[config.mk]
export PLATFORM = sky130hd
export DESIGN_NAME = srs_top
export DESIGN_NICKNAME = d
export VERILOG_FILES = /design/src/rtl/srs_pkg.sv /design/src/rtl/srs_if.sv /design/src/rtl/srs_scan.sv /design/src/rtl/srs_term.sv /design/src/rtl/srs_top.sv
export VERILOG_INCLUDE_DIRS = /design/src /design/src/rtl
export SDC_FILE = /design/constraint.sdc
export NUM_CORES = 1
export LEC_CHECK = 0
export BUFFER_PORTS_ARGS = -buffer_cell sky130_fd_sc_hd__buf_2
export CORE_ASPECT_RATIO = 1.2
export CORE_UTILIZATION = 63
export DETAILED_ROUTE_END_ITERATION = 16
export PLACE_DENSITY = 0.95
export SETUP_SLACK_MARGIN = 0.15
export SYNTH_ARGS = -nofsm -noshare
export SYNTH_HDL_FRONTEND = slang
export SYNTH_SLANG_ARGS = --single-unit
[constraint.sdc]
create_clock -name clk_sys -period 6.7 [get_ports clk_sys]
set_input_delay 0.335 -clock clk_sys [delete_from_list [all_inputs] [get_ports clk_sys]]
set_output_delay 0.335 -clock clk_sys [all_outputs]
set_load 0.05 [all_outputs]
[src/rtl/srs_consts.svh]
// Offsets, reset values and timing constants of the speed reference selector.
// Assumes a byte-addressed register port with one 32-bit word per register.
`ifndef SRS_CONSTS_SVH
`define SRS_CONSTS_SVH
// ----------------------------------------
// Register offsets
// ----------------------------------------
`define SRS_ADDR_SRC 8'h00
`define SRS_ADDR_PSEL 8'h04
`define SRS_ADDR_AUTO_DIS 8'h08
`define SRS_ADDR_SCAN_INT 8'h0C
`define SRS_ADDR_DEST_A 8'h10
`define SRS_ADDR_DEST_B 8'h14
`define SRS_ADDR_GROUP 8'h18
`define SRS_ADDR_INDEX 8'h1C
`define SRS_ADDR_CTRL 8'h20
`define SRS_PRESET_PAGE 3'h2
// ----------------------------------------
// Reset values and field limits
// ----------------------------------------
`define SRS_SRC_RESET 3'h0
`define SRS_PSEL_RESET 4'h0
`define SRS_AUTO_DIS_RESET 1'h1
`define SRS_SCAN_INT_RESET 16'h0001
`define SRS_SRC_MAX 3'h5
`define SRS_PSEL_FIRST 4'h1
`define SRS_PSEL_LOW 4'h2
`define SRS_PSEL_HIGH 4'h8
`define SRS_PSEL_SCAN 4'h9
`define SRS_GROUP_A1 3'h1
`define SRS_GROUP_A2 3'h2
`define SRS_INDEX_NONE 4'h0
`define SRS_INDEX_FIRST 4'h1
`define SRS_CTRL_DRV_RST 0
// ----------------------------------------
// Timing
// ----------------------------------------
`define SRS_CLK_PERIOD_NS 10
`define SRS_SCAN_TICK_NS 1000000
`endif

[src/rtl/srs_pkg.sv]
// Types shared by the speed reference selector modules.
// Assumes nothing beyond a SystemVerilog compiler.
package srs_pkg;
  typedef enum logic [2:0] {
    SRC_ANALOG_ONE_OR_TWO = 3'b000,
    SRC_ANALOG_ONE_OR_PRESET = 3'b001,
    SRC_ANALOG_TWO_OR_PRESET = 3'b010,
    SRC_PRESETS_ONLY = 3'b011,
    SRC_KEYPAD = 3'b100,
    SRC_PRECISION = 3'b101
  } srs_src_t;
  typedef enum logic [1:0] {
    FUNC_NONE = 2'b00,
    FUNC_ANALOG_SELECT = 2'b01,
    FUNC_PRESET_BIT0 = 2'b10,
    FUNC_PRESET_BIT1 = 2'b11
  } srs_func_t;
endpackage

[src/rtl/srs_if.sv]
// Internal carrier between the selector core, its scan timer and terminal logic.
// Assumes all parties run on clk_sys.
`timescale 1ns/1ps
`default_nettype none
interface srs_if #(parameter int INT_W = 16);
  logic scan_en;
  logic [INT_W-1:0] scan_interval;
  logic [2:0] scan_step;
  logic pin_a;
  logic pin_b;
  logic term_a;
  logic term_b;
  srs_pkg::srs_src_t cfg_src;
  logic auto_disable;
  srs_pkg::srs_func_t man_a;
  srs_pkg::srs_func_t man_b;
  srs_pkg::srs_func_t dest_a;
  srs_pkg::srs_func_t dest_b;
  modport core (output scan_en, scan_interval, pin_a, pin_b, cfg_src, auto_disable, man_a,
    man_b, input scan_step, term_a, term_b, dest_a, dest_b);
  modport scan (input scan_en, scan_interval, output scan_step);
  modport term (input pin_a, pin_b, cfg_src, auto_disable, man_a, man_b,
    output term_a, term_b, dest_a, dest_b);
endinterface
`default_nettype wire

[src/rtl/srs_scan.sv]
// Preset scan timer: steps 0..7 at a programmable number of ticks.
// Assumes scan_en and scan_interval come from registers on clk_sys.
`timescale 1ns/1ps
`default_nettype none
module srs_scan #(
  parameter int TICK_CYCLES = 100000,
  parameter int INT_W = 16
) (
  // Clock and reset
  input wire logic clk_sys,
  input wire logic reset_n,
  // Core side
  srs_if.scan s
);
  localparam int PRE_W = $clog2(TICK_CYCLES) + 1;
  logic [PRE_W-1:0] pre;
  logic [INT_W-1:0] ticks;
  logic [2:0] step;
  wire tick = s.scan_en && (pre == PRE_W'(TICK_CYCLES - 1));
  wire [INT_W:0] ticks_inc = {1'b0, ticks} + 1'b1;
  // Interval 0 behaves as 1 so the scan never freezes
  wire advance = tick && (ticks_inc >= {1'b0, s.scan_interval});
  always_ff @(posedge clk_sys or negedge reset_n) begin
    if (!reset_n) begin
      pre <= '0;
      ticks <= '0;
      step <= 3'h0;
    end else if (!s.scan_en) begin
      pre <= '0;
      ticks <= '0;
      step <= 3'h0;
    end else begin
      pre <= tick ? '0 : PRE_W'(pre + 1'b1);
      ticks <= advance ? '0 : (tick ? ticks_inc[INT_W-1:0] : ticks);
      step <= advance ? 3'(step + 3'h1) : step;
    end
  end
  assign s.scan_step = step;
endmodule
`default_nettype wire

[src/rtl/srs_term.sv]
// Selection terminal synchronisers and destination assignment.
// Assumes the pins are asynchronous to clk_sys.
`timescale 1ns/1ps
`default_nettype none
module srs_term (
  // Clock and reset
  input wire logic clk_sys,
  input wire logic reset_n,
  // Core side
  srs_if.term t
);
  logic [1:0] sync1;
  logic [1:0] sync2;
  function automatic srs_pkg::srs_func_t auto_func(input srs_pkg::srs_src_t src,
    input logic second);
    if (src == srs_pkg::SRC_ANALOG_ONE_OR_TWO) begin
      auto_func = second ? srs_pkg::FUNC_NONE : srs_pkg::FUNC_ANALOG_SELECT;
    end else if (src <= srs_pkg::SRC_PRESETS_ONLY) begin
      auto_func = second ? srs_pkg::FUNC_PRESET_BIT1 : srs_pkg::FUNC_PRESET_BIT0;
    end else begin
      auto_func = srs_pkg::FUNC_NONE;
    end
  endfunction
  always_ff @(posedge clk_sys or negedge reset_n) begin
    if (!reset_n) begin
      sync1 <= 2'h0;
      sync2 <= 2'h0;
    end else begin
      sync1 <= {t.pin_b, t.pin_a};
      sync2 <= sync1;
    end
  end
  assign t.term_a = sync2[0];
  assign t.term_b = sync2[1];
  // Auto set-up follows the source latched at drive reset, not the live one
  assign t.dest_a = t.auto_disable ? t.man_a : auto_func(t.cfg_src, 1'b0);
  assign t.dest_b = t.auto_disable ? t.man_b : auto_func(t.cfg_src, 1'b1);
endmodule
`default_nettype wire

[src/rtl/srs_top.sv]
// Speed reference selector: register file, active reference choice and indicators.
// Assumes a single-cycle register port on clk_sys and asynchronous terminal pins.
//
// Overview of operation
// - Auto-config derives terminal destinations from source selector.
// - Manual destination writes only when auto disabled.
// - Source change reaches terminals after drive reset.
// - Source selector has six codes, resets zero.
// - Modes 0-2, preset 2-8 selects that preset.
// - Presets-only mode, preset 1-8 selects directly.
// - Preset selector 9 enables the scan timer.
// - Scan steps analog (preset 1 in presets-only mode), then presets 2 to 8.
// - Scan step interval equals scan interval setting.
// - Auto-config disable bit defaults to one.
// - Eight preset values held in consecutive registers.
//
// Decided for this implementation: the address-and-strobe port and the register offsets.
`include "srs_consts.svh"
`timescale 1ns/1ps
`default_nettype none
module srs_top #(
  parameter int REF_W = 16,
  parameter int INT_W = 16,
  parameter int SCAN_TICK_CYCLES = (`SRS_SCAN_TICK_NS + `SRS_CLK_PERIOD_NS - 1)
    / `SRS_CLK_PERIOD_NS
) (
  // Clock and reset
  input wire logic clk_sys,
  input wire logic reset_n,
  // Register port
  input wire logic [7:0] reg_addr,
  input wire logic [31:0] reg_wdata,
  input wire logic reg_wr,
  input wire logic reg_rd,
  output logic [31:0] reg_rdata,
  // Selection terminals
  input wire logic select_terminal_a,
  input wire logic select_terminal_b,
  // Reference sources
  input wire logic [REF_W-1:0] analog_one_ref,
  input wire logic [REF_W-1:0] analog_two_ref,
  input wire logic [REF_W-1:0] keypad_ref,
  input wire logic [REF_W-1:0] precision_ref,
  // Selected reference and indicators
  output logic [REF_W-1:0] active_reference,
  output logic [2:0] reference_group_indicator,
  output logic [3:0] preset_index_indicator,
  output logic [1:0] terminal_a_destination,
  output logic [1:0] terminal_b_destination
);
  // ----------------------------------------
  // Registers
  // ----------------------------------------
  srs_pkg::srs_src_t reference_source_select;
  logic [3:0] preset_reference_select;
  logic terminal_autoconfig_disable;
  logic [INT_W-1:0] scan_interval_setting;
  srs_pkg::srs_func_t man_a;
  srs_pkg::srs_func_t man_b;
  srs_pkg::srs_src_t cfg_src;
  logic [REF_W-1:0] preset_value [0:7];

  srs_if #(.INT_W(INT_W)) bus_i ();

  // ----------------------------------------
  // Address decode
  // ----------------------------------------
  wire wr_src = reg_wr && (reg_addr == `SRS_ADDR_SRC);
  wire wr_psel = reg_wr && (reg_addr == `SRS_ADDR_PSEL);
  wire wr_dis = reg_wr && (reg_addr == `SRS_ADDR_AUTO_DIS);
  wire wr_int = reg_wr && (reg_addr == `SRS_ADDR_SCAN_INT);
  wire wr_dest_a = reg_wr && (reg_addr == `SRS_ADDR_DEST_A);
  wire wr_dest_b = reg_wr && (reg_addr == `SRS_ADDR_DEST_B);
  wire preset_hit = (reg_addr[7:5] == `SRS_PRESET_PAGE) && (reg_addr[1:0] == 2'h0);
  wire wr_preset = reg_wr && preset_hit;
  wire [2:0] preset_slot = reg_addr[4:2];
  // Out-of-range codes are dropped so the selectors always hold a legal value
  wire src_ok = reg_wdata[2:0] <= `SRS_SRC_MAX;
  wire psel_ok = reg_wdata[3:0] <= `SRS_PSEL_SCAN;
  // Software drive reset: the only moment auto-config picks up a new source
  wire drive_reset = reg_wr && (reg_addr == `SRS_ADDR_CTRL)
    && reg_wdata[`SRS_CTRL_DRV_RST];
  // Manual destinations are frozen while the automatic set-up owns them
  wire man_we = terminal_autoconfig_disable;

  // ----------------------------------------
  // Register writes
  // ----------------------------------------
  always_ff @(posedge clk_sys or negedge reset_n) begin
    if (!reset_n) begin
      reference_source_select <= srs_pkg::srs_src_t'(`SRS_SRC_RESET);
      preset_reference_select <= `SRS_PSEL_RESET;
      terminal_autoconfig_disable <= `SRS_AUTO_DIS_RESET;
      scan_interval_setting <= INT_W'(`SRS_SCAN_INT_RESET);
    end else begin
      if (wr_src && src_ok) begin
        reference_source_select <= srs_pkg::srs_src_t'(reg_wdata[2:0]);
      end
      if (wr_psel && psel_ok) begin
        preset_reference_select <= reg_wdata[3:0];
      end
      if (wr_dis) begin
        terminal_autoconfig_disable <= reg_wdata[0];
      end
      if (wr_int) begin
        scan_interval_setting <= reg_wdata[INT_W-1:0];
      end
    end
  end

  always_ff @(posedge clk_sys or negedge reset_n) begin
    if (!reset_n) begin
      man_a <= srs_pkg::FUNC_NONE;
      man_b <= srs_pkg::FUNC_NONE;
    end else begin
      if (wr_dest_a && man_we) begin
        man_a <= srs_pkg::srs_func_t'(reg_wdata[1:0]);
      end
      if (wr_dest_b && man_we) begin
        man_b <= srs_pkg::srs_func_t'(reg_wdata[1:0]);
      end
    end
  end

  // Hardware reset leaves the selector at its reset code, so this matches it
  always_ff @(posedge clk_sys or negedge reset_n) begin
    if (!reset_n) begin
      cfg_src <= srs_pkg::srs_src_t'(`SRS_SRC_RESET);
    end else if (drive_reset) begin
      cfg_src <= reference_source_select;
    end
  end

  // Preset values are not reset; software loads them before use
  always_ff @(posedge clk_sys) begin
    if (wr_preset) begin
      preset_value[preset_slot] <= reg_wdata[REF_W-1:0];
    end
  end

  // ----------------------------------------
  // Submodules
  // ----------------------------------------
  assign bus_i.scan_en = preset_reference_select == `SRS_PSEL_SCAN;
  assign bus_i.scan_interval = scan_interval_setting;
  assign bus_i.pin_a = select_terminal_a;
  assign bus_i.pin_b = select_terminal_b;
  assign bus_i.cfg_src = cfg_src;
  assign bus_i.auto_disable = terminal_autoconfig_disable;
  assign bus_i.man_a = man_a;
  assign bus_i.man_b = man_b;

  srs_scan #(.TICK_CYCLES(SCAN_TICK_CYCLES), .INT_W(INT_W)) u_scan (
    .clk_sys(clk_sys),
    .reset_n(reset_n),
    .s(bus_i.scan)
  );

  srs_term u_term (
    .clk_sys(clk_sys),
    .reset_n(reset_n),
    .t(bus_i.term)
  );

  // ----------------------------------------
  // Active reference selection
  // ----------------------------------------
  wire [2:0] src = reference_source_select;
  wire [3:0] psel = preset_reference_select;
  wire analog_mode = src == srs_pkg::SRC_ANALOG_ONE_OR_TWO;
  wire binary_mode = (src >= srs_pkg::SRC_ANALOG_ONE_OR_PRESET)
    && (src <= srs_pkg::SRC_PRESETS_ONLY);
  wire presets_only = src == srs_pkg::SRC_PRESETS_ONLY;
  wire fixed_mode = src >= srs_pkg::SRC_KEYPAD;
  // A terminal acts only through the function its destination gives it
  wire pick_analog_two = (bus_i.dest_a == srs_pkg::FUNC_ANALOG_SELECT && bus_i.term_a)
    || (bus_i.dest_b == srs_pkg::FUNC_ANALOG_SELECT && bus_i.term_b);
  wire bit0 = (bus_i.dest_a == srs_pkg::FUNC_PRESET_BIT0 && bus_i.term_a)
    || (bus_i.dest_b == srs_pkg::FUNC_PRESET_BIT0 && bus_i.term_b);
  wire bit1 = (bus_i.dest_a == srs_pkg::FUNC_PRESET_BIT1 && bus_i.term_a)
    || (bus_i.dest_b == srs_pkg::FUNC_PRESET_BIT1 && bus_i.term_b);
  wire psel_fixed = (psel >= `SRS_PSEL_LOW) && (psel <= `SRS_PSEL_HIGH);
  wire psel_direct = presets_only && (psel >= `SRS_PSEL_FIRST)
    && (psel <= `SRS_PSEL_HIGH);
  wire psel_scan = psel == `SRS_PSEL_SCAN;
  wire psel_binary = binary_mode && (psel == `SRS_PSEL_RESET);
  wire [3:0] scan_index = 4'(bus_i.scan_step) + `SRS_INDEX_FIRST;
  wire [3:0] binary_index = `SRS_INDEX_FIRST + {2'h0, bit1, bit0};

  wire [3:0] next_index = fixed_mode ? `SRS_INDEX_NONE :
    (psel_fixed || psel_direct) ? psel :
    psel_scan ? scan_index :
    psel_binary ? binary_index :
    `SRS_INDEX_FIRST;
  wire [2:0] next_group = analog_mode ?
    (pick_analog_two ? `SRS_GROUP_A2 : `SRS_GROUP_A1) : src;
  wire use_analog = !fixed_mode && !presets_only && (next_index == `SRS_INDEX_FIRST);
  wire [2:0] preset_pick = 3'(next_index - `SRS_INDEX_FIRST);
  wire [REF_W-1:0] next_reference =
    (src == srs_pkg::SRC_KEYPAD) ? keypad_ref :
    (src == srs_pkg::SRC_PRECISION) ? precision_ref :
    use_analog ? ((next_group == `SRS_GROUP_A2) ? analog_two_ref : analog_one_ref) :
    preset_value[preset_pick];

  always_ff @(posedge clk_sys or negedge reset_n) begin
    if (!reset_n) begin
      active_reference <= '0;
      reference_group_indicator <= `SRS_GROUP_A1;
      preset_index_indicator <= `SRS_INDEX_FIRST;
      terminal_a_destination <= 2'h0;
      terminal_b_destination <= 2'h0;
    end else begin
      active_reference <= next_reference;
      reference_group_indicator <= next_group;
      preset_index_indicator <= next_index;
      terminal_a_destination <= bus_i.dest_a;
      terminal_b_destination <= bus_i.dest_b;
    end
  end

  // ----------------------------------------
  // Read path
  // ----------------------------------------
  wire [31:0] rd_mux =
    (reg_addr == `SRS_ADDR_SRC) ? {29'h0, reference_source_select} :
    (reg_addr == `SRS_ADDR_PSEL) ? {28'h0, preset_reference_select} :
    (reg_addr == `SRS_ADDR_AUTO_DIS) ? {31'h0, terminal_autoconfig_disable} :
    (reg_addr == `SRS_ADDR_SCAN_INT) ? 32'(scan_interval_setting) :
    (reg_addr == `SRS_ADDR_DEST_A) ? {30'h0, bus_i.dest_a} :
    (reg_addr == `SRS_ADDR_DEST_B) ? {30'h0, bus_i.dest_b} :
    (reg_addr == `SRS_ADDR_GROUP) ? {29'h0, reference_group_indicator} :
    (reg_addr == `SRS_ADDR_INDEX) ? {28'h0, preset_index_indicator} :
    preset_hit ? 32'(preset_value[preset_slot]) :
    32'h0;

  // Read data stand only in the cycle after the strobe
  always_ff @(posedge clk_sys or negedge reset_n) begin
    if (!reset_n) begin
      reg_rdata <= 32'h0;
    end else begin
      reg_rdata <= reg_rd ? rd_mux : 32'h0;
    end
  end
endmodule
`default_nettype wire

==> results.json, run 1 <==
{
  "crit_fanout": 32,
  "grt_pass1_vias": 9419,
  "startpoint_type": "register",
  "worst_ir_drop_vdd_mv": 0.220,
  "netlist_top_cells_count": "128 x edfxtp_1, 111 x dfrtp_1, 85 x nor2_1",
  "final_cells": 1319,
  "gp_congestion": 0.889,
  "worstSkewPairLatency_ns": 0.55,
  "endpoint_kind": "register",
  "drt-total-wl_um": 35200,
  "pre_cts_ws_ns": 2.49,
  "synthFlopType": "edfxtp_1",
  "cap_violations": 0,
  "h-tree-depth": 1,
  "die_area_um2": 20100,
  "p_leak_nw": 5.58,
  "ios": 169,
  "power_density_nw_per_um2": 262,
  "wl_per_cell_um": 26.7,
  "hold_violations": 0,
  "core-area_um2": 19000,
  "dr_total_vias": 9126,
  "clk_pin_slew_ns": 0.07,
  "tightest_slew_ns": 1.21,
  "cts_sinks": 243,
  "grt.total_usage": 0.365,
  "fin_crit_ns": 4.32,
  "synth_cells": 922,
  "cp.arrival_ns": 4.74,
  "hpwl_um": 21300,
  "yosysTopAreaCellShare": 0.312,
  "use_met2": 0.589,
  "fin_nets": 1174,
  "slew_headroom": 0.194,
  "syn_area_um2": 12300,
  "use_met3": 0.0973,
  "worstSetupPathType": "register to register",
  "required_ns": 7.12,
  "busiest_layer": "met2",
  "ys_seq_area_frac": 0.546,
  "yosysMostFrequentCell": "edfxtp_1",
  "drive_gt1_frac": 0.317,
  "cts_buffers": 25,
  "yosysTopAreaCell": "edfxtp_1",
  "max_freq_ghz": 0.231,
  "post_cts_buffers": 0,
  "avgSynthCellArea_um2": 13.4,
  "antenna_found_initial": 2,
  "port_buffers": 136,
  "cp_num_buf_inv": 3,
  "critPathTopFamily": "buffers and inverters",
  "cp_slowest_cell": "dfstp_2",
  "drt-vias-per-instance": 6.92,
  "post_cts_resized": 0,
  "setup_viol": 0,
  "clock_skew_ns": 0.0254,
  "postCtsHoldBufs": 3,
  "cts_root_buf": "clkbuf_16",
  "grt_max_degree": 66,
  "total_power_mw": 3.63,
  "ant_nets": 0,
  "synth_edf_count": 128,
  "die_h_um": 155,
  "fillers": 1093,
  "initial_core_util": 0.648,
  "slew_viol_final": 0,
  "placedCellCount": 1268,
  "cts_buffer_depth": 3,
  "cp_cell_sequence": "nor2_1, a22o_1, o32ai_1, a21o_2, buf_4, ha_1, inv_1, buf_4, mux4_2, a22oi_2, a22oi_2",
  "grt_overflow": 0,
  "fin_crit_sh": 0.645,
  "async_flop_share": 0.473,
  "first_iter_violations": 1418,
  "syn2layout_area_growth_pct": 12.9,
  "hp-class": "primary input to register",
  "firstDrtPassIters": 8,
  "timing.final.ws_setup_ns": 2.38,
  "met1_usage": 0.424,
  "slowest_delay_ns": 0.65,
  "yosysWarnings": 0,
  "rsz0062_at_grt": "false",
  "ys_types": 73,
  "fin_tns_setup_ns": 0,
  "route.detailed.drc": 0,
  "fp.dieW_um": 130,
  "synth.area.top_cells": "edfxtp_1 31%, dfrtp_1 23%, mux4_2 12%",
  "cts_tree": "done",
  "grt_pass1_wl_um": 53600,
  "rows": 55,
  "status": "completed",
  "yosys_register_bits": 243
}
-- flip-flops by register name, summed over array words and instances (netlist names), 3 cells and up --
name / cells
u_scan.ticks: 16
preset_index_indicator: 4
u_scan.pre: 18
u_scan.s.scan_step: 3
bus_i.cfg_src: 3
preset_value: 128
active_reference: 16
reference_group_indicator: 3
reference_source_select: 3
reg_rdata: 16
preset_reference_select: 4
bus_i.scan_interval: 16
-- cell families (layout without fill, tap and decap cells) --
| kind of cell | Yosys count | after routing | synth area share |
|---|---|---|---|
| AO/OA/AOI/OAI | 147 | 147 | 0.0892 |
| XOR/XNOR | 30 | 30 | 0.0213 |
| adder cells (fa/ha/maj) | 22 | 22 | 0.0224 |
| buffers and inverters | 99 | 223 | 0.0393 |
| flip-flops | 243 | 243 | 0.546 |
| multiplexers | 141 | 141 | 0.185 |
| other | 1 | 18 | 0.000305 |
| AND/OR/NAND/NOR | 239 | 239 | 0.0959 |
-- report_power, final --
group,switching [mW],total (mW),internal (mW)
combinational,0.445,0.667,0.221
sequential,0.0266,1.65,1.62
clock,0.589,1.32,0.730
-- worst reg2reg max path, cell delays in order (launching register included) --
cell and delay, ns:
dfstp_2 0.65, nor2_1 0.08, a22o_1 0.27, o32ai_1 0.32
a21o_2 0.19, buf_4 0.51, ha_1 0.36, inv_1 0.53
buf_4 0.44, mux4_2 0.39, a22oi_2 0.38, a22oi_2 0.09
-- layout by cell type (no fill, tap or decap), types with 3 or more instances in the layout --
master / count
buf_2: 135
a22oi_1: 12
xor2_1: 14
dfrtp_1: 111
o31ai_1: 5
clkbuf_16: 25
a21boi_0: 3
nor3_1: 14
edfxtp_1: 128
dfstp_2: 4
clkinv_1: 6
nor4_1: 3
xnor2_1: 16
ha_1: 22
o21a_1: 4
inv_1: 25
dlygate4sd3_1: 3
a21oi_1: 44
nor3b_1: 3
a21o_1: 4
nand2_1: 44
and2_1: 3
nand4_1: 9
nor2b_1: 9
a31o_2: 6
a22o_1: 4
nor2_1: 83
clkinv_2: 5
mux2i_1: 32
o21ai_0: 18
nand3_1: 25
clkbuf_1: 7
a22oi_2: 20
mux4_2: 65
and3_1: 14
nand2b_1: 6
buf_4: 13
mux2_2: 44
nand3b_1: 6
conb_1: 16
-- metal layers --
metal,wire length (um),share of wire,vias to the layer above
li1,-,-,3696
met1,11300,0.32,4400
met4,2840,0.081,0
met2,17000,0.48,803
met5,0,0,-
met3,4080,0.12,227
-- path summary, 6_finish.rpt --
path / slack, ns / from / cells past startpoint / to
min in group asynchronous: 0.36 / reset_n / 2 / active_reference[14]
setup reg to reg: 2.38 / bus_i.auto_disable / 11 / active_reference[5]
max in group asynchronous: 4.99 / reset_n / 3 / u_scan.ticks[1]
hold reg to reg: 0.35 / u_term.sync1[1] / 0 / u_term.sync2[1]
hold / removal: 0.08 / reg_rd / 2 / reg_rdata[2]
setup / recovery: 2.38 / bus_i.auto_disable / 11 / active_reference[5]
-- stage by stage --
step                       util  hold slack, ns  instance area (um^2)
after global placement    0.690           0.335                 13100
final                     0.732          0.0841                 13900
after floorplan               -          0.0394                 12400
after CTS                 0.731          0.0671                 13900
after detailed placement  0.690           0.335                 13100
after global routing      0.732          0.0864                 13900
-- cell type report --
cell class	count	area, um^2	share of cell area
antenna	2	5.00	0.000360
clock buffer	32	652	0.0469
clock inverter	14	105	0.00756
inverter	26	97.6	0.00702
multi-input combinational	595	5190	0.373
sequential	243	6730	0.484
tap	256	320	0.0230
timing repair buffer	151	803	0.0578
No activity file was read; power rests on OpenSTA's default activity.
==> inputs of run 2 (changes only) <==
CORE_UTILIZATION = 52   (was 63)
PLACE_DENSITY = 0.87   (was 0.95)
clock period = 3.9 ns   (was 6.7 ns; I/O delays follow)
==> run 2 against run 1 <==
  * Fmax increased by 20%
  * Combinational power increased by 72%
  * Sequential power increased by 72%
  * Global-route usage decreased by 9.7 points
  * Critical endpoint is now u_scan.ticks[2]
  * Sequential share of layout area decreased by 1.4 points
  * Die area increased by 21%
  * Design area increased by 2.9%
  * Highest routed layer unchanged
  * Worst hold slack got worse by 0.079 ns
  * Sequential cell count unchanged
  * Routed wire length decreased by 11%
==> results.json, run 2 (same netlist as run 1, synthesis figures left out) <==
{
  "grt.total_usage": 0.267,
  "hpwl_um": 20000,
  "ant_nets": 0,
  "cts_root_buf": "clkbuf_16",
  "p_int_mw": 4.46,
  "p_leak_nw": 5.75,
  "fillers": 1678,
  "tightest_slew_ns": 0.905,
  "max_freq_ghz": 0.278,
  "cts_tree": "done",
  "ios": 169,
  "grt_max_degree": 72,
  "final_common_cell": "buf_2",
  "clock_skew_ns": 0.0307,
  "total_power_mw": 6.23,
  "drive_gt1_frac": 0.332,
  "met1_usage": 0.319,
  "crit_fanout": 8,
  "grt_overflow": 0,
  "firstDrtPassIters": 6,
  "final_cell_mix": "135 x buf_2, 128 x edfxtp_1, 110 x dfrtp_1",
  "first_iter_violations": 770,
  "slowest_delay_ns": 0.43,
  "final_core_util": 0.616,
  "placed_area_um2": 13300,
  "status": "completed",
  "cp_cell_sequence": "and3_1, and3_1, and3_2, nand3_1, nor2_1, xor2_1, ha_1, nand4_1, nor4_1, or3_1, a41o_2, nor2_2, a32o_1",
  "hp-class": "primary input to register",
  "power_frac_seq": 0.454,
  "path_common_cell": "and3_1",
  "slew_viol_final": 0,
  "cts_sinks": 243,
  "required_ns": 4.36,
  "dr_total_vias": 8857,
  "cp_slowest_cell": "dfrtp_2",
  "seqCellArea_um2": 6730,
  "timing.final.ws_setup_ns": 0.307,
  "rsz0062_at_grt": "false",
  "drt-vias-per-instance": 6.29,
  "hold_violations": 0,
  "p_comb_frac": 0.184,
  "pre_cts_ws_ns": 0.146,
  "fin_tns_setup_ns": 0,
  "top_register": "preset_value",
  "fp.dieW_um": 142,
  "port_buffers": 136,
  "wl_per_cell_um": 22.2,
  "die_area_um2": 24300,
  "fin_crit_sh": 0.921,
  "use_met3": 0.0437,
  "endpoint_kind": "register",
  "biggestRegsByFlops": "preset_value: 128 flops, u_scan.pre: 18 flops",
  "initial_core_util": 0.531,
  "cts_buffer_depth": 3,
  "gp_congestion": 0.916,
  "worst_ir_drop_vdd_mv": 0.317,
  "rows": 61,
  "core-area_um2": 23200,
  "multi_input_area_um2": 5200,
  "clkPwrFrac": 0.363,
  "fin_crit_ns": 3.59,
  "worstSkewPairLatency_ns": 0.55,
  "use_met2": 0.464,
  "syn2layout_area_growth_pct": 16.2,
  "cp.arrival_ns": 4.05,
  "final_cells": 1408,
  "cts_buffers": 25,
  "die_h_um": 171,
  "fin_nets": 1205,
  "clk_pin_slew_ns": 0.06,
  "slew_headroom": 0.397,
  "largest_register_ffs": 128,
  "busiest_layer": "met2",
  "placedCellCount": 1341,
  "grt_pass1_vias": 9002,
  "power_density_nw_per_um2": 436,
  "grt_pass1_wl_um": 49000,
  "startpoint_type": "register",
  "h-tree-depth": 1,
  "swShare": 0.284,
  "worstSetupPathType": "register to register",
  "fin_area_um2": 14300,
  "holdWs_ns": 0.00492,
  "drt-total-wl_um": 31300,
  "route.detailed.drc": 0,
  "p_sw_mw": 1.77,
  "cap_violations": 0,
  "antenna_found_initial": 1,
  "setup_viol": 0
}
run 2: repair_timing:
item,4_1_cts,5_1_grt
buffers inserted,0,1
hold endpoints to repair,215,0
pin swaps,0,1
setup endpoints to repair,6,21
cloned,0,0
hold buffers,19,0
gates resized for setup,3,9
run 2: final cells by class:
| type | instances | area share |
|---|---|---|
| diodes | 1 | 0.000175 |
| clock buffers | 34 | 0.0489 |
| clock inverters | 12 | 0.00542 |
| inverters | 26 | 0.00682 |
| multi-input cells | 595 | 0.364 |
| flip-flops and latches | 243 | 0.470 |
| well taps | 315 | 0.0276 |
| repair buffers | 182 | 0.0770 |
run 2: final timing paths:
check,startpoint,endpoint,slack [ns],cells after the start
max,u_scan.ticks[3],u_scan.ticks[2],0.31,13
min,precision_ref[9],active_reference[9],0.005,3
max reg2reg,u_scan.ticks[3],u_scan.ticks[2],0.31,13
min reg2reg,u_term.sync1[0],u_term.sync2[0],0.36,0
max in group asynchronous,reset_n,u_scan.ticks[3],2.83,3
min in group asynchronous,reset_n,reg_rdata[2],0.30,3
run 2: power groups by stage:
stage                     clock (mW)  sequential (mW)  combinational (mW)
after global placement             0             2.87                1.08
after detailed placement           0             2.88                1.11
final                           2.26             2.83                1.15
after global routing            2.38             2.83                1.21
after floorplan                    0             3.10               0.585
after CTS                       2.29             2.83                1.14
run 2: layer usage:
metal,up-vias,share of wire,wire length [um]
li1,3776,-,-
met5,-,0,0
met3,123,0.082,2570
met4,0,0.049,1520
met1,4382,0.35,11000
met2,576,0.52,16200
run 2: critical path: cells and delay by family, from the launching register on:
family	cells	cell delay, ns
AO/OA/AOI/OAI	2	0.57
XOR/XNOR	1	0.23
flip-flops	1	0.43
AND/OR/NAND/NOR	9	2.00
adder cells (fa/ha/maj)	1	0.31
